**src/logic/min_track_pkg.sv**
```systemverilog
// Purpose: shared constants and types for the per-channel lowest-code tracker
// Assumes: 8-bit register port, 16-bit msb-aligned code storage per channel
// Notes: channels 2 to 5 are tracked; channel 2 exposes only its upper byte here
`default_nettype none
package min_track_pkg;
	localparam int unsigned NUM_CH = 4;
	localparam int unsigned FIRST_CH = 2;
	localparam logic [7:0] ADDR_CH2_HIGH = 8'h85;
	localparam logic [7:0] ADDR_CH3_LOW = 8'h86;
	localparam logic [7:0] ADDR_CH3_HIGH = 8'h87;
	localparam logic [7:0] ADDR_CH4_LOW = 8'h88;
	localparam logic [7:0] ADDR_CH4_HIGH = 8'h89;
	localparam logic [7:0] ADDR_CH5_LOW = 8'h8A;
	localparam logic [7:0] ADDR_CH5_HIGH = 8'h8B;
	localparam logic [7:0] BYTE_RESET = 8'hFF;
	localparam logic [15:0] PAIR_RESET = 16'hFFFF;
	localparam int unsigned CODE_W = 12;
	localparam logic [7:0] UNMAPPED_DATA = 8'h00;

	typedef struct packed {
		logic valid;
		logic [2:0] channel;
		logic [CODE_W-1:0] code;
	} conv_result_t;

	typedef struct packed {
		logic rd;
		logic wr;
		logic [7:0] addr;
		logic [7:0] wdata;
	} reg_req_t;

	typedef struct packed {
		logic [7:0] rdata;
		logic rvalid;
	} reg_rsp_t;
endpackage
`default_nettype wire

```
**src/logic/lowest_code_slot.sv**
```systemverilog
// Purpose: one channel's lowest-code holding register pair
// Assumes: sample and reload strobes are single-cycle
// Notes: reload wins over a same-cycle sample, then the sample is kept
`timescale 1ns/1ps
`default_nettype none
module lowest_code_slot
	import min_track_pkg::*;
(
	input wire logic ref_clk,
	input wire logic rst_n,
	input wire logic sample,
	input wire logic [15:0] sample_code,
	input wire logic reload,
	output logic [15:0] stored
);
	typedef struct packed {
		logic [15:0] value;
	} slot_state_t;

	slot_state_t s_q, s_d;

	always_comb begin
		s_d = s_q;
		if (reload) begin
			// a sample landing with the read is not lost: it starts the new window
			s_d.value = sample ? sample_code : PAIR_RESET;
		end else if (sample && (sample_code < s_q.value)) begin
			s_d.value = sample_code;
		end
	end

	always_ff @(posedge ref_clk) begin
		if (!rst_n) begin
			s_q.value <= PAIR_RESET;
		end else begin
			s_q <= s_d;
		end
	end

	assign stored = s_q.value;
endmodule // lowest_code_slot
`default_nettype wire

```
**src/logic/channel_minimum_tracker.sv**
```systemverilog
// Purpose: per-channel lowest conversion code trackers behind the register port
// Assumes: one register access per cycle; read data answers one cycle later
// Notes: either byte of a pair reloads both bytes of that pair
// Behaviour
// [RULE1] keep smaller of new code and stored
// [RULE2] read returns value then reloads 0xFF
// [RULE3] reset leaves every byte all ones
// [RULE4] channel 3-5 bytes at 0x86 to 0x8B
// [RULE5] registers read-only, all eight bits data; the code holds bits 3:0 of each low byte at zero once a code is stored
// [RULE6] msb-aligned pair, either read reloads both
`timescale 1ns/1ps
`default_nettype none
module channel_minimum_tracker
	import min_track_pkg::*;
(
	input wire logic ref_clk,
	input wire logic rst_n,
	input wire conv_result_t conv,
	input wire reg_req_t req,
	output reg_rsp_t rsp
);
	typedef struct packed {
		reg_rsp_t rsp;
	} top_state_t;

	top_state_t s_q, s_d;
	logic [NUM_CH-1:0] hit;
	logic [NUM_CH-1:0] sample;
	logic [15:0] stored [NUM_CH];
	logic [15:0] aligned;

	// msb-aligned: the 12-bit code fills the upper bits, low nibble zero
	assign aligned = {conv.code, 4'h0}; // [RULE6]

	genvar g;
	generate
		for (g = 0; g < NUM_CH; g++) begin : g_ch
			localparam logic [2:0] CH = 3'(FIRST_CH + g);
			localparam logic [7:0] LOW_A = 8'(ADDR_CH3_LOW + 2 * (g - 1));
			localparam logic [7:0] HIGH_A = 8'(ADDR_CH3_HIGH + 2 * (g - 1));
			assign sample[g] = conv.valid && (conv.channel == CH); // [RULE1]
			// writes never reach the slot, so the registers stay read-only
			// channel 2 has no low byte in this map, so only its high byte may reload it
			assign hit[g] = req.rd && ((req.addr == HIGH_A) // [RULE6]
				|| ((g != 0) && (req.addr == LOW_A)));
			lowest_code_slot u_slot (
				.ref_clk(ref_clk),
				.rst_n(rst_n),
				.sample(sample[g]),
				.sample_code(aligned),
				.reload(hit[g]), // [RULE2]
				.stored(stored[g])
			);

			// per-slot checks: every channel, not just a sample of them
			property p_slot_reset;
				@(posedge ref_clk) $rose(rst_n) |-> (stored[g] == PAIR_RESET);
			endproperty
			a_slot_reset: assert property (p_slot_reset) // [RULE3]
				else $error("slot not all ones after reset");

			property p_slot_takes;
				@(posedge ref_clk) disable iff (!rst_n)
				(sample[g] && !hit[g] && (aligned < stored[g])) |=> (stored[g] == $past(aligned));
			endproperty
			a_slot_takes: assert property (p_slot_takes) // [RULE1]
				else $error("smaller code not taken");

			property p_slot_keeps;
				@(posedge ref_clk) disable iff (!rst_n)
				(sample[g] && !hit[g] && (aligned >= stored[g])) |=> (stored[g] == $past(stored[g]));
			endproperty
			a_slot_keeps: assert property (p_slot_keeps) // [RULE1]
				else $error("larger code replaced minimum");

			property p_slot_reload;
				@(posedge ref_clk) disable iff (!rst_n)
				(hit[g] && !sample[g]) |=> (stored[g] == PAIR_RESET);
			endproperty
			a_slot_reload: assert property (p_slot_reload) // [RULE2]
				else $error("slot not reloaded by read");

			property p_slot_collide;
				@(posedge ref_clk) disable iff (!rst_n)
				(hit[g] && sample[g]) |=> (stored[g] == $past(aligned));
			endproperty
			a_slot_collide: assert property (p_slot_collide) // [RULE2]
				else $error("sample lost at read");

			property p_slot_hold;
				@(posedge ref_clk) disable iff (!rst_n)
				(!hit[g] && !sample[g]) |=> (stored[g] == $past(stored[g]));
			endproperty
			a_slot_hold: assert property (p_slot_hold) // [RULE5]
				else $error("slot changed without cause");

			property p_slot_high_read;
				@(posedge ref_clk) disable iff (!rst_n)
				(req.rd && (req.addr == HIGH_A)) |=> (rsp.rdata == $past(stored[g][15:8]));
			endproperty
			a_slot_high_read: assert property (p_slot_high_read) // [RULE4]
				else $error("high byte read wrong");

			property p_slot_low_read;
				@(posedge ref_clk) disable iff (!rst_n)
				((g != 0) && req.rd && (req.addr == LOW_A)) |=> (rsp.rdata == $past(stored[g][7:0]));
			endproperty
			a_slot_low_read: assert property (p_slot_low_read) // [RULE4]
				else $error("low byte read wrong");
		end
	endgenerate

	always_comb begin
		s_d = s_q;
		s_d.rsp.rvalid = req.rd;
		s_d.rsp.rdata = UNMAPPED_DATA;
		if (req.rd) begin
			case (req.addr) // [RULE4]
				ADDR_CH2_HIGH: s_d.rsp.rdata = stored[0][15:8];
				ADDR_CH3_LOW: s_d.rsp.rdata = stored[1][7:0];
				ADDR_CH3_HIGH: s_d.rsp.rdata = stored[1][15:8];
				ADDR_CH4_LOW: s_d.rsp.rdata = stored[2][7:0];
				ADDR_CH4_HIGH: s_d.rsp.rdata = stored[2][15:8];
				ADDR_CH5_LOW: s_d.rsp.rdata = stored[3][7:0];
				ADDR_CH5_HIGH: s_d.rsp.rdata = stored[3][15:8]; // [RULE5]
				default: s_d.rsp.rdata = UNMAPPED_DATA;
			endcase
		end
	end

	always_ff @(posedge ref_clk) begin
		if (!rst_n) begin
			s_q.rsp.rdata <= 8'h00;
			s_q.rsp.rvalid <= 1'b0;
		end else begin
			s_q <= s_d;
		end
	end

	assign rsp = s_q.rsp;

	// reset checks look at the first edge after release, before any request can land
	property p_reset_all_ones;
		@(posedge ref_clk) $rose(rst_n)
		|-> (stored[1] == PAIR_RESET) && (stored[3] == PAIR_RESET);
	endproperty
	a_reset_all_ones: assert property (p_reset_all_ones) // [RULE3]
		else $error("tracker not all ones after reset");

	property p_reset_rsp;
		@(posedge ref_clk) $rose(rst_n) |-> (!rsp.rvalid && (rsp.rdata == 8'h00));
	endproperty
	a_reset_rsp: assert property (p_reset_rsp) // [RULE3]
		else $error("response not idle after reset");

	property p_read_returns;
		@(posedge ref_clk) disable iff (!rst_n)
		(req.rd && req.addr == ADDR_CH4_HIGH) |=> (rsp.rvalid && rsp.rdata == $past(stored[2][15:8]));
	endproperty
	a_read_returns: assert property (p_read_returns) // [RULE2]
		else $error("read data mismatch");

	property p_read_reloads;
		@(posedge ref_clk) disable iff (!rst_n)
		(req.rd && req.addr == ADDR_CH3_LOW && !sample[1]) |=> (stored[1] == PAIR_RESET);
	endproperty
	a_read_reloads: assert property (p_read_reloads) // [RULE6]
		else $error("pair not reloaded");

	property p_keeps_min;
		@(posedge ref_clk) disable iff (!rst_n)
		(sample[3] && !hit[3])
		|=> (stored[3] <= $past(stored[3])) && (stored[3] <= $past(aligned));
	endproperty
	a_keeps_min: assert property (p_keeps_min) // [RULE1]
		else $error("minimum not kept");

	property p_no_rise;
		@(posedge ref_clk) disable iff (!rst_n)
		(!hit[2]) |=> (stored[2] <= $past(stored[2]));
	endproperty
	a_no_rise: assert property (p_no_rise) // [RULE5]
		else $error("tracked value rose");

	property p_write_ignored;
		@(posedge ref_clk) disable iff (!rst_n)
		(req.wr && !req.rd && !conv.valid) |=> (stored[1] == $past(stored[1]));
	endproperty
	a_write_ignored: assert property (p_write_ignored) // [RULE5]
		else $error("write changed tracker");

	property p_unmapped_zero;
		@(posedge ref_clk) disable iff (!rst_n)
		(req.rd && req.addr == 8'h8C) |=> (rsp.rdata == UNMAPPED_DATA);
	endproperty
	a_unmapped_zero: assert property (p_unmapped_zero) // [RULE4]
		else $error("unmapped read not zero");

	property p_msb_aligned;
		@(posedge ref_clk) disable iff (!rst_n)
		(req.rd && req.addr == ADDR_CH5_LOW && stored[3] != PAIR_RESET) |=> (rsp.rdata[3:0] == 4'h0);
	endproperty
	a_msb_aligned: assert property (p_msb_aligned) // [RULE6]
		else $error("low nibble not zero");

	property p_rvalid_follows;
		@(posedge ref_clk) disable iff (!rst_n)
		req.rd |=> rsp.rvalid;
	endproperty
	a_rvalid_follows: assert property (p_rvalid_follows) // [RULE4]
		else $error("read not answered");

	// a write gets no answer at all, so a host cannot mistake it for a read
	property p_rvalid_idle;
		@(posedge ref_clk) disable iff (!rst_n)
		!req.rd |=> (!rsp.rvalid && (rsp.rdata == UNMAPPED_DATA));
	endproperty
	a_rvalid_idle: assert property (p_rvalid_idle) // [RULE5]
		else $error("answer without read");

	property p_ch2_low_quiet;
		@(posedge ref_clk) disable iff (!rst_n)
		(req.rd && (req.addr == ADDR_CH2_HIGH - 8'h01) && !sample[0]) |=> (stored[0] == $past(stored[0]));
	endproperty
	a_ch2_low_quiet: assert property (p_ch2_low_quiet) // [RULE4]
		else $error("undecoded byte reloaded channel 2");

	c_read: cover property (@(posedge ref_clk) req.rd && req.addr == ADDR_CH3_HIGH);
	c_update: cover property (@(posedge ref_clk) sample[2] && aligned < stored[2]);
	c_collide: cover property (@(posedge ref_clk) sample[1] && hit[1]);
	c_unmapped: cover property (@(posedge ref_clk) req.rd && req.addr == 8'h8C);
	c_write: cover property (@(posedge ref_clk) req.wr && !req.rd);
endmodule // channel_minimum_tracker
`default_nettype wire

```
**config.mk**
```make
export PLATFORM = sky130hd
export DESIGN_NAME = channel_minimum_tracker
export DESIGN_NICKNAME = d
export VERILOG_FILES = /design/src/logic/min_track_pkg.sv /design/src/logic/lowest_code_slot.sv /design/src/logic/channel_minimum_tracker.sv
export SDC_FILE = /design/constraint.sdc
export NUM_CORES = 1
export LEC_CHECK = 0
export BUFFER_PORTS_ARGS = -buffer_cell sky130_fd_sc_hd__clkbuf_2
export CORE_AREA = 4 4 85 87
export CTS_CLUSTER_SIZE = 16
export DETAILED_ROUTE_END_ITERATION = 8
export DIE_AREA = 0 0 89 91
export HOLD_SLACK_MARGIN = 0.12
export PLACE_DENSITY = 0.88
export SYNTH_ARGS = -nofsm -noshare
export SYNTH_HDL_FRONTEND = slang
export SYNTH_SLANG_ARGS = --single-unit
```
**constraint.sdc**
```tcl
create_clock -name ref_clk -period 4.1 [get_ports ref_clk]
set_input_delay 0.615 -clock ref_clk [delete_from_list [all_inputs] [get_ports ref_clk]]
set_output_delay 0.615 -clock ref_clk [all_outputs]
set_load 0.005 [all_outputs]
```
# After elaboration in Yosys (flattened, before gate mapping)
# Index checks and enable logic that the tools add are counted.
# op_classes
n_lt_le_gt_ge	4
eq_ne	11
n_mux	13
n_reduce_logical	20
# ops
op	count
$mux W16	12
$lt A16 B16 Y1	4
$eq A8 B8 Y1 const B	7
$pmux W8 S7	1
$logic_and A1 B1 Y1	12
$reduce_bool A2 Y1	4
$eq A3 B2 Y1 const B	2
$eq A3 B3 Y1 const B	2
$logic_or A1 B1 Y1	3
$reduce_and A2 Y1	1
# totals
regBits	73
input_bits	36
elab_cells	54

# Longest topological paths before layout
# depth
depth_word	5
mapped_depth	8

# Hierarchy
# A second synthesis with hierarchy kept.
# hier_totals
hier_cells	587
hier_area_um2	5098.6
# modules_own_cells
mod	instances	cells_per_inst	area_per_inst_um2	seq_area_each_um2
lowest_code_slot	4	123	1072.3	320.3
channel_minimum_tracker	1	95	809.5	180.2

# Worst setup path after synthesis
# No wires, ideal clock.
# synth_path
kind	input-to-reg
from	input port conv[11] in the netlist's numbering
to	register g_ch[1].u_slot.s_q (netlist bit g_ch[1].u_slot.stored[10])
setup_ns	0.121
arrival_ns	2.491
setup_slack_ns	1.489
stages	7
path_cell_list	ha_1 nand2_1 or4_1 a21o_1 a31oi_1 buf_2 mux2_2
# synth_via
elab_chain_cells	3
# synth_lines
element	line	text
start: declaration	channel_minimum_tracker.sv:18	input wire conv_result_t conv,
$lt A16 B16 Y1	lowest_code_slot.sv:27	end else if (sample && (sample_code < s_q.value)) begin
$logic_and A1 B1 Y1	lowest_code_slot.sv:27	
$reduce_bool A2 Y1 (no source line)	--	
end: declaration	lowest_code_slot.sv:20	slot_state_t s_q, s_d;
# No other way between the ends.
# A chain may end at the register's enable or synchronous reset.

# Worst setup path in the final report
# layout_path
from	input port conv[11] in the netlist's numbering
to	register g_ch[3].u_slot.s_q (netlist bit g_ch[3].u_slot.stored[13])
# layout_via
elab_chain_cells	3
# layout_lines
element	line
$lt A16 B16 Y1	lowest_code_slot.sv:27
$logic_and A1 B1 Y1	lowest_code_slot.sv:27
$reduce_bool A2 Y1 (no source line)	--
end: declaration	lowest_code_slot.sv:20
# No other way between the ends.

==> reports/metrics.yaml <==
yosys:
  synth_edf_count: 0
  synth_area_leader_cell: "dfxtp_1"
  syn_avg_cell_area_um2: 8.73
  synthCells: 456
  yosys-top-cells-count: "inv_1 (65), dfxtp_1 (61), ha_1 (48)"
  syn_nets: 540
  async_reset_ff_share_pct: 0
  synth.area.top_cells: "dfxtp_1 (31%), ha_1 (15%), inv_1 (6.1%)"
  yosys.cell_types.count: 48
  yosys_warnings: 0
  yosysTopAreaCellShare_pct: 30.7
  netlist_area_mm2: 0.00398
  synth_flop_cell: "dfxtp_1"
  synth_most_common_cell: "inv_1"
  ys_seq_area_share_pct: 30.7
  ys_seq_elements: 61
power_and_ir_drop:
  p_sw_uw: 379
  powerDensity_mw_per_mm2: 297
  internal_power_uw: 931
  combPwrFrac_pct: 14.8
  leakage_nw: 2.31
  sw_frac_of_total_pct: 28.9
  pwr-share-seq_pct: 47.5
  ir_drop_v: 0.000226
  clkPwrFrac_pct: 37.7
critical_path:
  worstPathArrival_ns: 3.13
  start_kind: "input pin"
  critical_path.endpoint_type: "flip-flop"
  crit_chain: "clkbuf_2 -> ha_1 -> nand2_1 -> or3_1 -> a2111o_1 -> a21oi_1 -> buf_4 -> o211ai_1"
  required_ns: 4.28
  critical_path_class: "input pin to flip-flop"
  critPathBufInv: 2
  crit_slowest_cell: "a21oi_1"
  cpPeakStageDelay_ns: 0.63
  critPathTopFamily: "compound AO/OA/AOI/OAI gates"
  crit_fanout: 12
sta:
  final_max_slew_viol_count: 0
  finClkSkew_ns: 0.00665
  slew_headroom_pct: 37.5
  period_share_pct: 72.0
  worst_pin_slew_ns: 0.937
  setup_viol: 0
  rsz0062_at_grt: "no"
  min_period_ns: 2.95
  finalSetupTns_ns: 0
  timing_hold_violations_final: 0
  fmax_mhz: 339
cells_and_area:
  insertedDiodeCount: 0
  drive_gt1_share_pct: 18.2
  area_growth_syn_to_layout_pct: 10.6
  nets: 574
  multi_input_area_mm2: 0.00242
  fillerInstances: 504
  stdcell_count: 572
  register_area_mm2: 0.00122
clock_tree:
  numCtsBuffers: 9
  ctsResizeCount: 0
  cts_buffer_depth: 2
  clock-sinks: 61
  hold_buffers: 0
  post_cts_buffers: 0
  cts_tree: "yes"
  path_clk_slew_ns: 0.07
  root_buffer: "clkbuf_8"
  cts_htree_levels: 3
  insertion_delay_ns: 0.35
die:
  die_width_um: 89
  fp.dieArea_mm2: 0.00810
  dieHeight_um: 91
  pin_count: 45
  coreArea_mm2: 0.00635
  core.rowCount: 29
  start_util_pct: 62.7
global_routing:
  globalRouteOverflowTotal: 0
  grt_max_degree: 26
  grt_pass1_wl_mm: 18.8
  antenna_found_initial: 0
  grt_pass1_vias: 3734
  grtUsageTotal_pct: 30.5
route:
  first_iter_violations: 289
  vias_per_cell: 6.75
  vias: 3859
  final_antenna_net_count: 0
  routed_wl_mm: 11.9
  drc: 0
  wl_per_cell_um: 20.8
  drt_pre_antenna_iters: 6
status:
  status: "complete, no violations"
placement:
  dp_hpwl_mm: 8.78
  post-place-cells: 556
  gp_congestion: 0.950
  port_buffers: 35
flow_run:
  max-cap-violations: 0
hold_path:
  hp-class: "input pin to flip-flop"
## final timing paths
path,endpoint,depth (start not counted),slack [ns],startpoint
worst min-delay path,g_ch[2].u_slot.stored[3],2,0.46,rst_n
worst min register to register,g_ch[0].u_slot.stored[3],1,0.47,g_ch[0].u_slot.stored[3]
worst max register to register,g_ch[3].u_slot.stored[13],8,1.27,g_ch[3].u_slot.stored[11]
worst max-delay path,g_ch[3].u_slot.stored[13],8,1.15,conv[11]
## stage by stage
step,instance area [um2],worst slack (ns),util (%),hold WS [ns],power (mW)
final,4400,1.15,69.3,0.457,1.31
after CTS,4400,1.20,69.3,0.447,1.30
after floorplan,3980,1.49,-,0.441,0.749
after global placement,4230,0.916,66.5,0.452,0.810
after global routing,4400,1.07,69.3,0.459,1.35
after detailed placement,4230,0.866,66.5,0.456,0.820
## sequential cells by signal (all words and copies together) (netlist names)
| signal | flops |
|---|---|
| rsp | 9 |
| g_ch.u_slot.stored | 52 |
## cell type report
cell class | instances | area share, %
multi-input combinational | 309 | 55.0
sequential | 61 | 27.7
inverter | 65 | 5.54
timing repair buffer | 44 | 5.51
clock buffer | 12 | 3.52
tap | 77 | 2.19
clock inverter | 4 | 0.512
## logic make-up after synthesis
| group | synth area share (%) |
|---|---|
| AO/OA/AOI/OAI | 27.5 |
| adder cells (fa/ha/maj) | 15.1 |
| buffers and inverters | 8.64 |
| flip-flops | 30.7 |
| multiplexers | 4.94 |
| AND/OR/NAND/NOR | 13.1 |
## layout by cell type (no fill, tap or decap), types with 3 or more instances in the layout
cell	netlist	layout
or3_1	5	5
a22oi_1	8	8
a32oi_1	4	4
ha_1	48	48
o221a_2	4	4
a211oi_1	4	4
a211o_1	12	12
o22a_1	12	12
mux2i_1	5	5
clkbuf_2	0	35
buf_4	0	9
nand2_1	43	43
nand2b_1	5	5
nand4_1	3	3
nand4b_1	3	3
nor2b_1	6	6
nor4bb_1	3	3
dfxtp_1	61	61
o211ai_1	28	28
a21oi_1	25	25
nor3_1	7	7
nand3_1	8	8
a21o_1	10	10
clkbuf_8	0	11
o21ai_0	3	3
mux2_2	13	13
inv_1	65	65
nor2_1	13	13
clkinv_2	0	3
o2111ai_1	3	3
o211ai_2	10	10
## routing by layer
layer	GRT usage (%)	part of all wire (%)	vias to the layer above
li1	-	-	1742
met1	40.0	39	1816
met2	46.5	46	254
met3	7.06	11	47
met4	15.3	4.9	0
met5	0	0	-
## power groups by stage
| stage | registers (mW) | logic (mW) | clock network (mW) |
|---|---|---|---|
| 2_1_floorplan | 0.630 | 0.120 | 0 |
| 3_3_place_gp | 0.633 | 0.177 | 0 |
| 3_5_place_dp | 0.634 | 0.186 | 0 |
| 4_1_cts | 0.621 | 0.189 | 0.492 |
| 5_1_grt | 0.623 | 0.212 | 0.520 |
| 6_report | 0.622 | 0.194 | 0.494 |
No activity file was read; power rests on OpenSTA's default activity.
